File: src/hdl/ais_pkg.sv
/*
  Shared constants for the auxiliary input scaling block: register map,
  field layouts, reset values, arithmetic widths and the polarity modes.
  Assumes a 32-bit classic Wishbone bus with byte addresses.
*/
package ais_pkg;

  // Datapath widths. Samples and results are signed millivolts.
  localparam int RAW_W    = 16;
  localparam int SCALE_W  = 16;
  localparam int OFFSET_W = 20;
  localparam int OUT_W    = 20;
  localparam int CALC_W   = 34;
  localparam int CHAN_W   = 2;
  localparam int NUM_CH   = 3;

  // Bus layout: bits [7:6] zero, [5:4] channel, [3:2] field.
  localparam int ADR_W    = 8;
  localparam logic [CHAN_W-1:0] CH_LIMIT = 2'h3;
  localparam logic [1:0] FLD_POL    = 2'h0;
  localparam logic [1:0] FLD_OFFSET = 2'h1;
  localparam logic [1:0] FLD_SCALE  = 2'h2;
  localparam logic [1:0] FLD_RESULT = 2'h3;
  localparam logic [ADR_W-1:0] ADDR_STATUS = 8'h30;

  // Status word layout.
  localparam int ST_LEVEL_LSB = 0;
  localparam int ST_FULL_BIT  = 8;
  localparam int ST_EMPTY_BIT = 9;

  // Gain in tenths of a percent, offset in thousandths of a percent.
  localparam logic signed [SCALE_W-1:0]  SCALE_RST  = 16'sh03e8;
  localparam logic signed [SCALE_W-1:0]  SCALE_MAX  = 16'sh1f40;
  localparam logic signed [SCALE_W-1:0]  SCALE_MIN  = -16'sh1f40;
  localparam logic signed [OFFSET_W-1:0] OFFSET_RST = 20'sh00000;
  localparam logic signed [OFFSET_W-1:0] OFFSET_MAX = 20'sh61a80;
  localparam logic signed [OFFSET_W-1:0] OFFSET_MIN = -20'sh61a80;

  // Raw*gain/1000 gives mV; offset/10 gives mV of the 10 V reference.
  localparam logic signed [CALC_W-1:0] GAIN_DIV = 34'sh0000003e8;
  localparam logic signed [CALC_W-1:0] BIAS_DIV = 34'sh00000000a;

  localparam int FIFO_DEPTH = 16;

  typedef enum logic [1:0] {
    POL_BIPOLAR  = 2'b00,
    POL_POS_ONLY = 2'b01,
    POL_NEG_ONLY = 2'b10
  } ais_pol_t;

  localparam ais_pol_t POL_RST = POL_BIPOLAR;

endpackage

File: src/hdl/ais_fifo.sv
/*
  Synchronous FIFO with valid/ready on both sides.
  Assumes one clock and a synchronous active-high reset; DEPTH is a power
  of two.
*/
`timescale 1ns/1ns
module ais_fifo #(
  parameter int WIDTH = 18,
  parameter int DEPTH = 16
) (
  input  wire logic             clk_i,
  input  wire logic             rst_i,
  input  wire logic             in_valid_i,
  output logic                  in_ready_o,
  input  wire logic [WIDTH-1:0] in_data_i,
  output logic                  out_valid_o,
  input  wire logic             out_ready_i,
  output logic [WIDTH-1:0]      out_data_o,
  output logic [$clog2(DEPTH):0] level_o
);

  localparam int PW = $clog2(DEPTH);

  logic [WIDTH-1:0] mem [DEPTH];
  logic [PW-1:0]    wr_ptr_reg;
  logic [PW-1:0]    rd_ptr_reg;
  logic [PW:0]      count_reg;
  logic             push;
  logic             pop;

  // Full refuses the source, so nothing is ever overwritten.
  assign in_ready_o  = (count_reg != (PW+1)'(DEPTH));
  assign out_valid_o = (count_reg != '0);
  assign push        = in_valid_i & in_ready_o;
  assign pop         = out_valid_o & out_ready_i;
  assign out_data_o  = mem[rd_ptr_reg];
  assign level_o     = count_reg;

  // Storage has no reset; only pointers and the count need one.
  always_ff @(posedge clk_i) begin
    if (push) begin
      mem[wr_ptr_reg] <= in_data_i;
    end
  end

  // Pointer and occupancy bookkeeping.
  always_ff @(posedge clk_i) begin
    if (rst_i) begin
      wr_ptr_reg <= '0;
      rd_ptr_reg <= '0;
      count_reg  <= '0;
    end else begin
      wr_ptr_reg <= wr_ptr_reg + PW'(push);
      rd_ptr_reg <= rd_ptr_reg + PW'(pop);
      count_reg  <= count_reg + (PW+1)'(push) - (PW+1)'(pop);
    end
  end
endmodule

File: src/hdl/ais_top.sv
/*
  Auxiliary input scaling: three channels of gain, bias and polarity
  restriction applied to converter samples, with a Wishbone register file.
  Assumes samples arrive synchronous to clk_i, already digitised in signed
  millivolts with a channel tag, and that the consumer may stall.
*/
// Local design decisions: register access over Wishbone and the register addresses.
`timescale 1ns/1ns
// Functional notes
// - Three independent channels, each own settings.
// - Polarity 0 both, 1 positive, 2 negative.
// - Restriction judged after gain and bias.
// - Disallowed sign becomes zero, allowed passes.
// - Bias percent of 10 V, default zero.
// - Gain multiplies first, default 100 percent.
// - Output equals input*gain/100 plus 10*bias/100.
module ais_top
  import ais_pkg::*;
(
  input  wire logic                    clk_i,
  input  wire logic                    rst_i,
  input  wire logic                    wb_cyc_i,
  input  wire logic                    wb_stb_i,
  input  wire logic                    wb_we_i,
  input  wire logic [ADR_W-1:0]        wb_adr_i,
  input  wire logic [31:0]             wb_dat_i,
  input  wire logic [3:0]              wb_sel_i,
  output logic [31:0]                  wb_dat_o,
  output logic                         wb_ack_o,
  input  wire logic                    sample_valid_i,
  output logic                         sample_ready_o,
  input  wire logic [CHAN_W-1:0]       sample_chan_i,
  input  wire logic signed [RAW_W-1:0] raw_sample_i,
  output logic                         scaled_valid_o,
  input  wire logic                    scaled_ready_i,
  output logic [CHAN_W-1:0]            scaled_chan_o,
  output logic signed [OUT_W-1:0]      scaled_sample_o
);

  localparam int FW = CHAN_W + RAW_W;
  localparam int LW = $clog2(FIFO_DEPTH) + 1;

  // Merge a bus write into an existing word, lane by lane.
  function automatic logic [31:0] ais_merge(input logic [31:0] old_w,
                                            input logic [31:0] new_w,
                                            input logic [3:0]  sel);
    logic [31:0] res;
    res = old_w;
    for (int b = 0; b < 4; b++) begin
      if (sel[b]) begin
        res[8*b +: 8] = new_w[8*b +: 8];
      end
    end
    return res;
  endfunction

  // Saturate a written value into its legal setting range.
  function automatic logic signed [31:0] ais_clamp(
      input logic signed [31:0] v,
      input logic signed [31:0] lo,
      input logic signed [31:0] hi);
    return (v < lo) ? lo : ((v > hi) ? hi : v);
  endfunction

  // Gain then bias; 34 bits hold the extreme product plus offset.
  function automatic logic signed [CALC_W-1:0] ais_scale(
      input logic signed [RAW_W-1:0]    raw,
      input logic signed [SCALE_W-1:0]  gain,
      input logic signed [OFFSET_W-1:0] off);
    logic signed [CALC_W-1:0] prod;
    prod = CALC_W'(raw) * CALC_W'(gain);
    return prod / GAIN_DIV + CALC_W'(off) / BIAS_DIV;
  endfunction

  // Replace a value of the disallowed sign by zero.
  function automatic logic signed [CALC_W-1:0] ais_restrict(
      input logic signed [CALC_W-1:0] v,
      input ais_pol_t                 pol);
    logic signed [CALC_W-1:0] res;
    res = v;
    if (pol == POL_POS_ONLY && v < 0) begin
      res = '0;
    end else if (pol == POL_NEG_ONLY && v > 0) begin
      res = '0;
    end
    return res;
  endfunction

  // Per-channel settings and last results.
  ais_pol_t                 pol_reg    [NUM_CH];
  logic signed [SCALE_W-1:0]  scale_reg  [NUM_CH];
  logic signed [OFFSET_W-1:0] offset_reg [NUM_CH];
  logic signed [OUT_W-1:0]    result_reg [NUM_CH];

  logic                    ack_reg;
  logic [31:0]             dat_reg;
  logic                    scaled_valid_reg;
  logic [CHAN_W-1:0]       scaled_chan_reg;
  logic signed [OUT_W-1:0] scaled_sample_reg;

  // Bus decode.
  logic [CHAN_W-1:0] acc_ch;
  logic [1:0]        acc_fld;
  logic              ch_hit;
  logic              st_hit;
  logic              bus_take;
  logic              wr_take;
  assign acc_ch   = wb_adr_i[5:4];
  assign acc_fld  = wb_adr_i[3:2];
  assign ch_hit   = (wb_adr_i[7:6] == 2'h0) && (acc_ch != CH_LIMIT);
  assign st_hit   = (wb_adr_i[7:2] == ADDR_STATUS[7:2]);
  assign bus_take = wb_cyc_i & wb_stb_i & ~ack_reg;
  assign wr_take  = bus_take & wb_we_i & ch_hit;

  // FIFO between the converter side and the arithmetic.
  logic          fifo_in_valid;
  logic          fifo_out_valid;
  logic          pop;
  logic [FW-1:0] fifo_head;
  logic [LW-1:0] fifo_level;
  // Channel tag 3 names no input; it is accepted and discarded.
  assign fifo_in_valid = sample_valid_i & (sample_chan_i != CH_LIMIT);

  ais_fifo #(
    .WIDTH (FW),
    .DEPTH (FIFO_DEPTH)
  ) u_fifo (
    .clk_i       (clk_i),
    .rst_i       (rst_i),
    .in_valid_i  (fifo_in_valid),
    .in_ready_o  (sample_ready_o),
    .in_data_i   ({sample_chan_i, raw_sample_i}),
    .out_valid_o (fifo_out_valid),
    .out_ready_i (pop),
    .out_data_o  (fifo_head),
    .level_o     (fifo_level)
  );

  // Head sample and the settings of its channel.
  logic [CHAN_W-1:0]          head_chan;
  logic signed [RAW_W-1:0]    head_raw;
  ais_pol_t                   head_pol;
  logic signed [SCALE_W-1:0]  head_scale;
  logic signed [OFFSET_W-1:0] head_offset;
  logic signed [CALC_W-1:0]   head_sum;
  logic signed [CALC_W-1:0]   head_out;
  assign head_chan   = fifo_head[FW-1 -: CHAN_W];
  assign head_raw    = fifo_head[RAW_W-1:0];
  assign head_pol    = (head_chan == 2'h1) ? pol_reg[1] :
                       (head_chan == 2'h2) ? pol_reg[2] : pol_reg[0];
  assign head_scale  = (head_chan == 2'h1) ? scale_reg[1] :
                       (head_chan == 2'h2) ? scale_reg[2] : scale_reg[0];
  assign head_offset = (head_chan == 2'h1) ? offset_reg[1] :
                       (head_chan == 2'h2) ? offset_reg[2] : offset_reg[0];
  assign head_sum    = ais_scale(head_raw, head_scale, head_offset);
  assign head_out    = ais_restrict(head_sum, head_pol);

  // One sample leaves the FIFO only when the output stage can take it.
  assign pop = fifo_out_valid & (~scaled_valid_reg | scaled_ready_i);

  // Read selection; unmapped addresses read as zero.
  logic [31:0] ch_word;
  logic [31:0] st_word;
  logic [31:0] rd_word;
  assign ch_word = (acc_fld == FLD_POL)    ? {30'h0, pol_reg[acc_ch]} :
                   (acc_fld == FLD_OFFSET) ? 32'(offset_reg[acc_ch]) :
                   (acc_fld == FLD_SCALE)  ? 32'(scale_reg[acc_ch]) :
                   32'(result_reg[acc_ch]);
  // The flags are inverted at one bit and only then widened: inverting
  // inside a widening cast may fill the upper bits with ones.
  logic st_full;
  logic st_empty;
  assign st_full  = ~sample_ready_o;
  assign st_empty = ~fifo_out_valid;
  assign st_word = (32'(fifo_level) << ST_LEVEL_LSB)
                 | (32'(st_full) << ST_FULL_BIT)
                 | (32'(st_empty) << ST_EMPTY_BIT);
  assign rd_word = ch_hit ? ch_word : (st_hit ? st_word : 32'h0);

  // Byte-lane merge and saturation of incoming settings.
  logic [31:0]                wr_word;
  logic signed [31:0]         wr_scale;
  logic signed [31:0]         wr_offset;
  logic                       wr_pol_ok;
  assign wr_word   = ais_merge(rd_word, wb_dat_i, wb_sel_i);
  assign wr_scale  = ais_clamp(wr_word, 32'(SCALE_MIN), 32'(SCALE_MAX));
  assign wr_offset = ais_clamp(wr_word, 32'(OFFSET_MIN), 32'(OFFSET_MAX));
  // Code 3 is not a polarity mode, so such a write leaves it unchanged.
  assign wr_pol_ok = (wr_word[1:0] != 2'b11);

  // Bus handshake: ack one cycle after the request is seen.
  always_ff @(posedge clk_i) begin
    if (rst_i) begin
      ack_reg <= 1'b0;
      dat_reg <= 32'h0;
    end else begin
      ack_reg <= bus_take;
      if (bus_take && !wb_we_i) begin
        dat_reg <= rd_word;
      end
    end
  end

  // Each channel keeps its own settings and last result.
  for (genvar c = 0; c < NUM_CH; c++) begin : g_ch
    logic sel_ch;
    assign sel_ch = wr_take && (acc_ch == CHAN_W'(c));

    always_ff @(posedge clk_i) begin
      if (rst_i) begin
        pol_reg[c]    <= POL_RST;
        scale_reg[c]  <= SCALE_RST;
        offset_reg[c] <= OFFSET_RST;
      end else if (sel_ch) begin
        if (acc_fld == FLD_POL && wr_pol_ok) begin
          pol_reg[c] <= ais_pol_t'(wr_word[1:0]);
        end
        if (acc_fld == FLD_SCALE) begin
          scale_reg[c] <= wr_scale[SCALE_W-1:0];
        end
        if (acc_fld == FLD_OFFSET) begin
          offset_reg[c] <= wr_offset[OFFSET_W-1:0];
        end
      end
    end

    // Last conditioned value per channel, visible to software.
    always_ff @(posedge clk_i) begin
      if (rst_i) begin
        result_reg[c] <= '0;
      end else if (pop && head_chan == CHAN_W'(c)) begin
        result_reg[c] <= head_out[OUT_W-1:0];
      end
    end
  end

  // Output stage holds its word until the consumer takes it.
  always_ff @(posedge clk_i) begin
    if (rst_i) begin
      scaled_valid_reg  <= 1'b0;
      scaled_chan_reg   <= '0;
      scaled_sample_reg <= '0;
    end else begin
      if (pop) begin
        scaled_valid_reg  <= 1'b1;
        scaled_chan_reg   <= head_chan;
        scaled_sample_reg <= head_out[OUT_W-1:0];
      end else if (scaled_ready_i) begin
        scaled_valid_reg  <= 1'b0;
      end
    end
  end

  assign wb_ack_o        = ack_reg;
  assign wb_dat_o        = dat_reg;
  assign scaled_valid_o  = scaled_valid_reg;
  assign scaled_chan_o   = scaled_chan_reg;
  assign scaled_sample_o = scaled_sample_reg;

  // Expected unrestricted value, written out term by term instead of
  // through ais_scale, so that a fault in the function cannot mask itself.
  logic signed [CALC_W-1:0] chk_prod;
  logic signed [CALC_W-1:0] chk_sum;
  assign chk_prod = CALC_W'(head_raw) * CALC_W'(head_scale);
  assign chk_sum  = chk_prod / GAIN_DIV + CALC_W'(head_offset) / BIAS_DIV;
endmodule

File: config.mk
export PLATFORM = sky130hd
export DESIGN_NAME = ais_top
export DESIGN_NICKNAME = d
export VERILOG_FILES = /design/src/hdl/ais_pkg.sv /design/src/hdl/ais_fifo.sv /design/src/hdl/ais_top.sv
export SDC_FILE = /design/constraint.sdc
export NUM_CORES = 2
export LEC_CHECK = 0
export ABC_AREA = 0
export BUFFER_PORTS_ARGS = -buffer_cell sky130_fd_sc_hd__buf_2
export CAP_MARGIN = 20
export CORE_ASPECT_RATIO = 0.5
export CORE_MARGIN = 2
export CORE_UTILIZATION = 34
export DETAILED_ROUTE_END_ITERATION = 8
export GPL_TIMING_DRIVEN = 0
export PLACE_DENSITY = 0.49
export SETUP_SLACK_MARGIN = 0.2
export SLEW_MARGIN = 20
export SYNTH_ARGS = -nofsm -noshare
export SYNTH_HDL_FRONTEND = slang
export SYNTH_SLANG_ARGS = --single-unit
export TNS_END_PERCENT = 5
File: constraint.sdc
create_clock -name clk_i -period 68.7 [get_ports clk_i]
set_clock_uncertainty 0.2 [all_clocks]
set_input_delay 6.87 -clock clk_i [delete_from_list [all_inputs] [get_ports clk_i]]
set_output_delay 6.87 -clock clk_i [all_outputs]
set_load 0.01 [all_outputs]
==> flow_summary.yaml <==
die:
  coreArea_mm2: 0.129
  ios: 126
  num_rows: 93
  start_util_pct: 34.3
  die_h_um: 259
  die_area_mm2: 0.133
  die_x_um: 514
global_route:
  grt_util_met2_pct: 32.8
  use_met1_pct: 30.9
  grtUsageMet3_pct: 2.52
  grt_max_degree: 21
  grt_pass1_vias: 34476
  grt_pass1_wl_mm: 214
  gr-max-usage-layer: "met2"
  overflow: 0
  track_usage_pct: 20.8
  antenna_found_initial: 7
clock_network:
  cts.path.max_buffers: 3
  cts_sinks: 519
  cts_root_buf: "clkbuf_16"
  cts_tree: "built"
  h-tree-depth: 2
  clk_pin_slew_ns: 0.07
  cts_buffers: 51
  cts-resized-gates: 0
  post_cts_buffers: 0
  clk_latency_ns: 0.64
  holdBufCountCts: 0
logic_synthesis:
  synth_edf_count: 462
  synth_area_mm2: 0.0442
  async_reset_ff_share_pct: 0
  synth.area.top_cells: "edfxtp_1 (31%), fa_1 (12%), mux4_2 (5.2%)"
  ys_seq_area_share_pct: 34.0
  synth_top_area_share_pct: 31.4
  ys.flop_type: "edfxtp_1"
  yosysTopAreaCell: "edfxtp_1"
  synth_warnings: 0
  synthDistinctLibCells: 142
  syn-mean-instance-area_um2: 10.0
  yosys_register_bits: 519
  syn_inst: 4402
  synthesis.nets: 4866
sta:
  tns_ns: 0
  report.final.slew_viol_count: 0
  max-slew-margin-rel_pct: 16.4
  rsz0062_at_grt: "no"
  timing.final.crit_period_ns: 38.67
  max_freq_mhz: 25.9
  period_share_pct: 56.3
  finalSetupViolations: 0
  tightest_slew_ns: 1.24
  hold_viol_final: 0
drt:
  viasPerCell: 5.60
  dr.pass1.iters: 6
  antenna_left: 0
  post_drt_wl_per_cell_um: 22.2
  routed_wl_mm: 141
  drt_iter0_drc: 3541
  drc_errors: 0
  vias: 35576
finish:
  drive_gt1_share_pct: 12.6
  mostFrequentLayoutCell: "edfxtp_1"
  multiInputGateArea_mm2: 0.0271
  fin_util_pct: 38.3
  largest_register_ffs: 288
  layout_common_cells: "edfxtp_1 (462), nor2_1 (436), nand2_1 (384), inv_1 (340), fa_1 (265)"
  nets: 5065
  regArea_mm2: 0.0150
  area_growth_pct: 11.6
  fillers: 12722
worst_setup_path:
  cpMostUsedCell: "a21oi_1"
  cpMaxStageDelayCell: "fa_1"
  crit_required_ns: 68.86
  ff2ff_setup_slack_ns: 30.03
  cp_max_fo: 10
  cp_slowest_stage_delay_ns: 0.93
  startpoint_type: "flop"
  worst_ep_arrival_time_ns: 38.83
  cp-end-kind: "flop"
  crit_type: "flop to flop"
place:
  hpwl_mm: 112
  io_buffer_count: 119
  gp_congestion: 0.900
min_path:
  min_path_type: "flop to flop"
status:
  status: "finished, final reports clean"
flow_run:
  drv_cap: 0
==> routing by layer <==
layer / up-vias / routed length [um]
li1: 16430 / -
met1: 17947 / 66800
met2: 1065 / 63300
met3: 134 / 8500
met4: 0 / 2230
met5: - / 0
==> worst max-delay path, delay by kind of cell, from the launching register on <==
| kind | cells | cell delay [ns] |
|---|---|---|
| adders and majority gates | 8 | 4.26 |
| muxes | 6 | 3.07 |
| buffers and inverters | 22 | 6.24 |
| DFF | 1 | 0.41 |
| and+or+nand+nor | 20 | 5.43 |
| xor gates and xnor gates | 8 | 1.97 |
| AOI/OAI and AO/OA | 67 | 16.68 |
==> cell usage after synthesis (16+ instances only) <==
cell	instances
buf_2	25
xnor2_1	181
nand2b_1	49
o22ai_1	43
and3_1	28
buf_1	22
dfxtp_1	57
nor2b_1	62
ha_1	130
nand3_1	85
or2_2	18
and2_1	47
nor4_1	20
o21ai_1	34
a31oi_1	46
edfxtp_1	462
inv_1	340
o21bai_1	41
o21ai_0	143
nor2_1	448
nor3_1	129
or3_1	47
a211o_1	16
o2111ai_1	18
xor2_1	57
o21a_1	33
mux2_2	57
fa_1	265
o31ai_1	35
clkbuf_1	146
a22oi_1	18
nand2_1	384
nand4_1	42
mux2i_1	59
o211ai_1	35
a21oi_1	231
mux4_2	103
a21o_1	39
a211oi_1	39
==> area by class of cell <==
cell class	instances	share of cell area [%]
Antenna cell	1	0.00507
Inverter	343	2.61
Sequential cell	519	30.4
Buffer	215	1.93
Multi-Input combinational cell	3325	55.0
Clock buffer	62	2.80
Tap cell	1710	4.34
Clock inverter	32	0.634
Timing Repair Buffer	146	2.19
==> kinds of logic (layout without fill, tap and decap cells) <==
kind of cell             after synthesis  in the layout  synth area share [%]
flip-flops                           519            519                  34.0
buffers and inverters                558            798                  5.07
XOR/XNOR                             243            243                  4.90
other                                  0              1                     0
AND/OR/NAND/NOR                     1453           1453                  15.8
adder cells (fa/ha/maj)              402            402                  15.8
AO/OA/AOI/OAI                       1000           1000                  16.1
multiplexers                         227            227                  8.30
==> final timing paths <==
kind | from | end | cells after the start
max | u_fifo.rd_ptr_reg[0] | result_reg[2][19] | 131
min | wb_dat_o[12] | wb_dat_o[12] | 2
max reg2reg | u_fifo.rd_ptr_reg[0] | result_reg[2][19] | 131
min reg2reg | wb_dat_o[12] | wb_dat_o[12] | 2
==> per-stage QoR <==
stage | instance area [um^2] | hold slack [ns] | std cells | worst slack [ns]
global route | 49300 | 0.275 | 6352 | 26.88
detailed placement | 47600 | 0.243 | 6258 | 30.59
global placement | 46900 | 0.237 | 6231 | 30.86
finish | 49300 | 0.253 | 6353 | 30.03
floorplan | 44200 | 0.270 | 4402 | 37.96
CTS | 49300 | 0.257 | 6352 | 30.43
Power is left out: the tool's default activity adds up to more than one toggle a clock period on the data nets, which glitch-free logic cannot reach.
